<file path="src/verilog/aba_pkg.sv">
// Shared constants and types of the address bus arbitration block
package aba_pkg;

	// ------------------------------------------------------------
	// Pin levels (all arbitration pins are active low)
	// ------------------------------------------------------------
	localparam logic PIN_ASSERTED = 1'b0;
	localparam logic PIN_NEGATED  = 1'b1;

	// ------------------------------------------------------------
	// Timing counts in bus clock cycles
	// ------------------------------------------------------------
	localparam int   GAP_W         = 2;
	localparam logic [GAP_W-1:0] GAP_AFTER_GRANT = 2'h1;
	localparam logic [GAP_W-1:0] GAP_NONE        = 2'h0;
	localparam logic [GAP_W-1:0] GAP_STEP        = 2'h1;

	// ------------------------------------------------------------
	// Pipeline depth limits
	// ------------------------------------------------------------
	localparam int PIPE_MIN     = 2;
	localparam int PIPE_MAX_DEF = 3;
	localparam int CNT_W        = 2;

	// ------------------------------------------------------------
	// Master state machine
	// ------------------------------------------------------------
	typedef enum logic [3:0] {
		ST_IDLE = 4'h1,
		ST_REQ  = 4'h2,
		ST_OWN  = 4'h4,
		ST_REL  = 4'h8
	} aba_state_t;

endpackage : aba_pkg

</file>
<file path="src/verilog/aba_qual_if.sv">
// Interface between the arbitration master and its grant qualifier
`timescale 1ns/1ps
`default_nettype none
interface aba_qual_if;
	logic grantN;
	logic busyOther;
	logic startN;
	logic extStartN;
	logic ackN;
	logic retryN;
	logic retryOwn;
	logic retryExcl;
	logic selfMaster;
	logic qual;
	logic inWindow;

	modport master (
		output grantN, busyOther, startN, extStartN, ackN, retryN,
		output retryOwn, retryExcl, selfMaster,
		input  qual, inWindow
	);
	modport qualifier (
		input  grantN, busyOther, startN, extStartN, ackN, retryN,
		input  retryOwn, retryExcl, selfMaster,
		output qual, inWindow
	);
endinterface : aba_qual_if
`default_nettype wire

</file>
<file path="src/verilog/aba_qualifier.sv">
// Qualified grant detection for the address bus arbitration master
`timescale 1ns/1ps
`default_nettype none
module aba_qualifier #(
	parameter bit RETRY_BYPASS = 1'b0
) (
	// Clock and reset
	input  wire logic clk_sys,
	input  wire logic rst,
	// Master side
	aba_qual_if.qualifier qi
);

	typedef struct packed {
		logic tenure;
		logic retryPrevN;
		logic ackPrevN;
	} aba_qstate_t;

	aba_qstate_t s_r;
	aba_qstate_t s_nxt;
	logic        startNow;
	logic        retryOk;
	logic        bypass;

	always_comb
	begin
		startNow = (qi.startN == aba_pkg::PIN_ASSERTED)
			|| (qi.extStartN == aba_pkg::PIN_ASSERTED);
		// Window runs from the start cycle through the acknowledge cycle
		qi.inWindow = s_r.tenure || startNow;
		retryOk = (qi.retryN == aba_pkg::PIN_NEGATED)
			&& (s_r.retryPrevN == aba_pkg::PIN_NEGATED);
		// Own retry with exclusive data may regrant right after acknowledge
		bypass = RETRY_BYPASS
			&& (s_r.ackPrevN == aba_pkg::PIN_ASSERTED)
			&& (qi.retryN == aba_pkg::PIN_ASSERTED)
			&& qi.retryOwn && qi.retryExcl;
		qi.qual = (qi.grantN == aba_pkg::PIN_ASSERTED)
			&& !qi.busyOther && !qi.inWindow && !qi.selfMaster
			&& (retryOk || bypass);
		s_nxt = s_r;
		s_nxt.tenure = qi.inWindow && (qi.ackN == aba_pkg::PIN_NEGATED);
		s_nxt.retryPrevN = qi.retryN;
		s_nxt.ackPrevN = qi.ackN;
	end

	always_ff @(posedge clk_sys)
	begin
		if (rst)
			s_r <= '{tenure: 1'b0, retryPrevN: aba_pkg::PIN_NEGATED,
				ackPrevN: aba_pkg::PIN_NEGATED};
		else
			s_r <= s_nxt;
	end
endmodule : aba_qualifier
`default_nettype wire

</file>
<file path="src/verilog/aba_arbiter.sv">
// Address bus arbitration master: request, qualified grant, bus busy
`timescale 1ns/1ps
`default_nettype none
module aba_arbiter #(
	parameter int PIPE_MAX     = aba_pkg::PIPE_MAX_DEF,
	parameter bit LOW_POWER    = 1'b0,
	parameter bit RETRY_BYPASS = 1'b0
) (
	// Clock and reset
	input  wire logic clk_sys,
	input  wire logic rst,
	// Arbitration pins, active low; addressBusBusyOe is an active-high enable
	output var  logic addressBusRequestN,
	input  wire logic addressBusGrantN,
	input  wire logic addressBusBusyInN,
	output var  logic addressBusBusyOutN,
	output var  logic addressBusBusyOe,
	// Tenure pins observed, active low
	input  wire logic transferStartN,
	input  wire logic extendedTransferStartN,
	input  wire logic addressAcknowledgeN,
	input  wire logic addressRetryN,
	// Core side requests
	input  wire logic txnPending,
	input  wire logic txnCancel,
	input  wire logic oneShotReq,
	input  wire logic retryOwn,
	input  wire logic retryExclusive,
	input  wire logic dataDone,
	// Core side status
	output var  logic mastershipTaken,
	output var  logic isMaster,
	output var  logic pipeFull
);

	// ------------------------------------------------------------
	// Parameter check
	// ------------------------------------------------------------
	if (PIPE_MAX < aba_pkg::PIPE_MIN || PIPE_MAX > (1 << aba_pkg::CNT_W) - 1)
	begin : g_bad_pipe
		$error("PIPE_MAX out of range");
	end

	// ------------------------------------------------------------
	// State
	// ------------------------------------------------------------
	typedef struct packed {
		aba_pkg::aba_state_t              state;
		logic                             reqN;
		logic                             busyOutN;
		logic                             busyOe;
		logic [aba_pkg::GAP_W-1:0]        gap;
		logic                             take;
		logic                             master;
		logic [aba_pkg::CNT_W-1:0]        outstanding;
		logic                             full;
	} aba_mstate_t;

	localparam logic [aba_pkg::CNT_W-1:0] CNT_ONE  = 2'h1;
	localparam logic [aba_pkg::CNT_W-1:0] CNT_ZERO = 2'h0;
	localparam logic [aba_pkg::CNT_W-1:0] CNT_MAX  = aba_pkg::CNT_W'(PIPE_MAX);

	aba_mstate_t s_r;
	aba_mstate_t s_nxt;
	logic        accept;
	logic        wantReq;
	logic        retryGap;
	logic        pulseReq;
	logic        ackNow;

	aba_qual_if qi ();

	// ------------------------------------------------------------
	// Qualifier hookup
	// ------------------------------------------------------------
	assign qi.grantN     = addressBusGrantN;
	// Wire low only through another master while we do not pull it low
	assign qi.busyOther  = (addressBusBusyInN == aba_pkg::PIN_ASSERTED)
		&& !(s_r.busyOe && s_r.busyOutN == aba_pkg::PIN_ASSERTED);
	assign qi.startN     = transferStartN;
	assign qi.extStartN  = extendedTransferStartN;
	assign qi.ackN       = addressAcknowledgeN;
	assign qi.retryN     = addressRetryN;
	assign qi.retryOwn   = retryOwn;
	assign qi.retryExcl  = retryExclusive;
	// No fresh qualification while this tenure runs
	assign qi.selfMaster = s_r.master;

	aba_qualifier #(
		.RETRY_BYPASS (RETRY_BYPASS)
	) u_qual (
		.clk_sys (clk_sys),
		.rst     (rst),
		.qi      (qi.qualifier)
	);

	// ------------------------------------------------------------
	// Next state
	// ------------------------------------------------------------
	always_comb
	begin
		s_nxt = s_r;
		s_nxt.take = 1'b0;
		ackNow = (addressAcknowledgeN == aba_pkg::PIN_ASSERTED);
		// Parked grant needs no request; a cancel declines it
		accept = qi.qual && txnPending && !txnCancel;
		wantReq = txnPending && !txnCancel && !accept;
		retryGap = (addressRetryN == aba_pkg::PIN_ASSERTED) && !retryOwn;
		pulseReq = LOW_POWER && oneShotReq && !retryGap;

		if (s_r.gap != aba_pkg::GAP_NONE)
			s_nxt.gap = s_r.gap - aba_pkg::GAP_STEP;

		case (s_r.state)
			aba_pkg::ST_IDLE, aba_pkg::ST_REQ, aba_pkg::ST_REL:
			begin
				s_nxt.busyOutN = aba_pkg::PIN_NEGATED;
				s_nxt.busyOe = 1'b0;
				if (accept)
				begin
					// Taken next cycle whatever grant does then
					s_nxt.state = aba_pkg::ST_OWN;
					s_nxt.busyOutN = aba_pkg::PIN_ASSERTED;
					s_nxt.busyOe = 1'b1;
					s_nxt.take = 1'b1;
					s_nxt.master = 1'b1;
					s_nxt.gap = aba_pkg::GAP_AFTER_GRANT;
				end
				else if (wantReq)
					s_nxt.state = aba_pkg::ST_REQ;
				else
					s_nxt.state = aba_pkg::ST_IDLE;
			end
			aba_pkg::ST_OWN:
			begin
				if (ackNow)
				begin
					// Drive high one cycle, then let go
					s_nxt.state = aba_pkg::ST_REL;
					s_nxt.busyOutN = aba_pkg::PIN_NEGATED;
					s_nxt.busyOe = 1'b1;
					s_nxt.master = 1'b0;
				end
				else
				begin
					s_nxt.busyOutN = aba_pkg::PIN_ASSERTED;
					s_nxt.busyOe = 1'b1;
				end
			end
			default:
			begin
				s_nxt.state = aba_pkg::ST_IDLE;
				s_nxt.busyOutN = aba_pkg::PIN_NEGATED;
				s_nxt.busyOe = 1'b0;
				s_nxt.master = 1'b0;
			end
		endcase

		// Request pin
		if (pulseReq)
			s_nxt.reqN = aba_pkg::PIN_ASSERTED;
		else if (accept || s_nxt.gap != aba_pkg::GAP_NONE)
			s_nxt.reqN = aba_pkg::PIN_NEGATED;
		else if (retryGap)
			s_nxt.reqN = aba_pkg::PIN_NEGATED;
		else if (wantReq)
			s_nxt.reqN = aba_pkg::PIN_ASSERTED;
		else
			s_nxt.reqN = aba_pkg::PIN_NEGATED;

		// Outstanding pipelined tenures, for status only
		if (s_r.take && !dataDone)
		begin
			if (s_r.outstanding != CNT_MAX)
				s_nxt.outstanding = s_r.outstanding + CNT_ONE;
		end
		else if (!s_r.take && dataDone)
		begin
			if (s_r.outstanding != CNT_ZERO)
				s_nxt.outstanding = s_r.outstanding - CNT_ONE;
		end
		s_nxt.full = (s_nxt.outstanding >= CNT_MAX);
	end

	// ------------------------------------------------------------
	// Registers
	// ------------------------------------------------------------
	always_ff @(posedge clk_sys)
	begin
		if (rst)
		begin
			s_r.state <= aba_pkg::ST_IDLE;
			s_r.reqN <= aba_pkg::PIN_NEGATED;
			s_r.busyOutN <= aba_pkg::PIN_NEGATED;
			s_r.busyOe <= 1'b0;
			s_r.gap <= aba_pkg::GAP_NONE;
			s_r.take <= 1'b0;
			s_r.master <= 1'b0;
			s_r.outstanding <= CNT_ZERO;
			s_r.full <= 1'b0;
		end
		else
			s_r <= s_nxt;
	end

	// ------------------------------------------------------------
	// Outputs
	// ------------------------------------------------------------
	assign addressBusRequestN = s_r.reqN;
	assign addressBusBusyOutN = s_r.busyOutN;
	assign addressBusBusyOe   = s_r.busyOe;
	assign mastershipTaken    = s_r.take;
	assign isMaster           = s_r.master;
	assign pipeFull           = s_r.full;
endmodule : aba_arbiter
`default_nettype wire

</file>
<file path="config.mk">
export PLATFORM = sky130hd
export DESIGN_NAME = aba_arbiter
export DESIGN_NICKNAME = d
export VERILOG_FILES = /design/src/verilog/aba_pkg.sv /design/src/verilog/aba_qual_if.sv /design/src/verilog/aba_qualifier.sv /design/src/verilog/aba_arbiter.sv
export SDC_FILE = /design/constraint.sdc
export NUM_CORES = 1
export LEC_CHECK = 0
export BUFFER_PORTS_ARGS = -buffer_cell sky130_fd_sc_hd__buf_4
export CORE_AREA = 2 2 41 43
export DETAILED_ROUTE_END_ITERATION = 10
export DIE_AREA = 0 0 43 45
export PLACE_DENSITY = 0.72
export SLEW_MARGIN = 20
export SYNTH_ARGS = -nofsm -noshare
export SYNTH_HDL_FRONTEND = slang
export SYNTH_SLANG_ARGS = --single-unit
</file>
<file path="constraint.sdc">
create_clock -name clk_sys -period 3.9 [get_ports clk_sys]
set_clock_uncertainty 0.1 [all_clocks]
set_input_delay 0 -clock clk_sys [delete_from_list [all_inputs] [get_ports clk_sys]]
set_output_delay 0 -clock clk_sys [all_outputs]
set_load 0.02 [all_outputs]
</file>
==> impl_metrics.ini <==
[worst_hold_path]
hp-class = input pin to register
hp-start = txnPending
whs_path_depth = 4
worstHoldEndpoint = s_r[11]$_SDFFE_PP0P_

[setup_path]
slowest_delay_ns = 0.59
ff2ff_setup_slack_ns = 2.06
crit_family = buffers and inverters
critPathKind = register to register
startpoint_type = register
worstPathRequired_ns = 4.03
worstPathArrival_ns = 1.97
worstRegToRegCells = 4
timing.rr.start = s_r[11]$_SDFFE_PP0P_
cp_cell_sequence = xor2_1 > o211ai_2 > nor3_2 > dlygate4sd3_1
endpoint_kind = register
worst-path-max-fanout = 7
critical-path-slowest-cell = dlygate4sd3_1
r2r_end = mastershipTaken$_SDFF_PP0_
worst-path-buf-inv = 1

[finish]
multi_input_area_um2 = 316.6
nets = 112
area_delta_synth_final_pct = 41.12
num-fill-cells = 141
n_antenna_cell = 0
regArea_um2 = 320.3
drive_gt1_share_pct = 25.00

[job]
maxCapViolCount = 0

[global_routing]
grt_pass1_wl_um = 2256
grt_pass1_vias = 544
use_met1_pct = 19.55
grt_util_all_layers_pct = 15.96
grt-ovfl-total = 0
grt.busiest_layer = met2
use_met3_pct = 5.200
grtUsageMet2_pct = 24.85
antenna_found_initial = 0
grt_max_degree = 14

[synthesis]
yosysSeqAreaShare_pct = 49.42
postSynthAreaPerCell_um2 = 9.673
syn_area_um2 = 648.1
synth_cells = 67
synth_nets = 81
synth.distinct_cells = 30
synth_seq_cells = 16
yosys_warnings = 0

[clocking]
clock_latency_ns = 0.28
clock_sinks = 16
root_buffer = clkbuf_4
cts_tree = built
htree_levels = 1
cts_setup_buffers = 0
clk_path_buf_depth = 2
cts_made_buffers = 3
clk_pin_slew_ns = 0.09

[floorplanning]
start_util_pct = 44.05
die_y_um = 45
pin_count = 20
core_area_um2 = 1471
core.rowCount = 14
dieArea_um2 = 1935
die_x_um = 43

[drt]
drc = 0
ant_nets = 0
wl_per_cell_um = 12.46
vias_per_cell = 5.152
routed_wl_um = 1395
drtIter0Drc = 11
dr.pass1.iters = 4
via_count = 577

[sta]
setup_viol = 0
finalCritPeriodShare_pct = 47.16
worstMarginPinSlew_ns = 0.3914
finalHoldViolCount = 0
tns_ns = 0
relSlewSlack_pct = 73.70
setup_ws_ns = 2.061
fin_crit_ns = 1.839
rsz0062_at_grt = false
drv_slew = 0
fmax_ghz = 0.5437

[pwr]
ir_drop_mv = 0.1734
powerDensity_nw_per_um2 = 319.1
cellLeakagePower_nw = 0.3841

[placed_design]
gp_congestion = 0.7138
post-place-ws_ns = 2.355
dp_hpwl_um = 918.3
io_buffers = 17

[outcome]
status = finished, final reports clean
sequential cells by signal, indices dropped and copies added (netlist names):
register and count:
addressBusRequestN 1, addressBusBusyOutN 1, mastershipTaken 1, addressBusBusyOe 1
s_r 8, isMaster 1, pipeFull 1, u_qual.s_r 2
cell usage in the layout (no fill, tap or decap), types with 2 or more instances in the layout:
cell	count
nor2b_1	4
nor3_1	3
buf_4	17
dfxtp_1	16
and3b_1	2
o21ai_0	7
a21oi_1	5
clkbuf_4	3
dlygate4sd3_1	10
or2_1	2
a211oi_1	2
nor2_1	2
inv_1	2
nand2b_1	3
repair_timing:
item | 4_1_cts | 5_1_grt
resized for setup | 0 | 0
hold buffers | 10 | 0
endpoints found under the hold margin | 14 | 0
routing by layer:
metal  share of wire [%]  wire [um]
met5                   0          0
met4                 1.7         24
met3                 5.1         71
met2                  47        650
met1                  46        648
layout make-up:
cell class                      count  share of cell area [%]
Sequential cell                    16                   35.02
Multi-Input combinational cell     48                   34.61
Timing Repair Buffer               27                   24.90
Clock buffer                        3                   2.462
Tap cell                           16                   2.189
Inverter                            2                  0.8208
cell usage after synthesis:
| cell | number | share of area [%] |
|---|---|---|
| o22ai_1 | 1 | 0.97 |
| nor3_1 | 3 | 2.3 |
| nand2b_1 | 3 | 2.9 |
| o211ai_2 | 1 | 1.9 |
| nand3b_1 | 1 | 1.2 |
| or3_1 | 1 | 0.97 |
| and3b_1 | 2 | 2.7 |
| and4b_1 | 1 | 1.5 |
| clkbuf_1 | 1 | 0.58 |
| or2_2 | 1 | 0.97 |
| or4_1 | 1 | 1.2 |
| nand2_1 | 1 | 0.58 |
| a21oi_1 | 5 | 3.9 |
| o2111ai_1 | 1 | 1.4 |
| dfxtp_1 | 16 | 49 |
| xor2_1 | 1 | 1.4 |
| a211oi_1 | 2 | 2.3 |
| nor3b_1 | 1 | 1.2 |
| nor4_1 | 1 | 0.97 |
| nor3_2 | 1 | 1.5 |
| or2_1 | 2 | 1.9 |
| and2_1 | 1 | 0.97 |
| or2b_1 | 1 | 1.2 |
| o21ai_0 | 7 | 5.4 |
| maj3_1 | 1 | 1.5 |
| nor2b_1 | 4 | 3.9 |
| and4bb_2 | 1 | 1.9 |
| a21o_1 | 1 | 1.2 |
| inv_1 | 2 | 1.2 |
| nor2_1 | 2 | 1.2 |
where the power goes:
group | switching [mW] | internal [mW]
logic | 0.0139 | 0.0212
registers | 0.00359 | 0.167
clock network | 0.0505 | 0.0359
total | 0.0680 | 0.224
worst register-to-register path: stages, from the launching register on:
cell and delay [ns]:
dfxtp_1 0.45, xor2_1 0.21, o211ai_2 0.15, nor3_2 0.29, dlygate4sd3_1 0.59
worst max-delay path by stage:
stage                                          endpoint  depth (start not counted)             startpoint
after floorplan           addressBusRequestN$_SDFF_PP1_                          4  isMaster$_SDFFE_PP0P_
after global placement    addressBusRequestN$_SDFF_PP1_                          4  isMaster$_SDFFE_PP0P_
after detailed placement  addressBusRequestN$_SDFF_PP1_                          4  isMaster$_SDFFE_PP0P_
after CTS                    mastershipTaken$_SDFF_PP0_                          4   s_r[11]$_SDFFE_PP0P_
after global routing         mastershipTaken$_SDFF_PP0_                          6              txnCancel
final                        mastershipTaken$_SDFF_PP0_                          4   s_r[11]$_SDFFE_PP0P_
stage by stage:
step / area (um2) / power [mW] / std cells / utilization (%) / hold slack [ns]
finish: 914.6 / 0.2918 / 112 / 62.16 / 0.03045
global route: 914.6 / 0.3055 / 112 / 62.16 / 0.04478
CTS: 914.6 / 0.2947 / 112 / 62.16 / 0.02263
detailed placement: 792.0 / 0.2013 / 99 / 53.83 / 0.1186
global placement: 792.0 / 0.2006 / 99 / 53.83 / 0.1075
floorplan: 648.1 / 0.1879 / 67 / - / -0.02293
kinds of logic after synthesis:
kind of cell,after synthesis,share of synthesized area (%)
AND/OR/NAND/NOR,28,28.96
AO/OA/AOI/OAI,18,16.99
flip-flops,16,49.42
buffers and inverters,3,1.737
XOR/XNOR,1,1.352
adder cells (fa/ha/maj),1,1.544
Power figures use the tool's default switching activity.
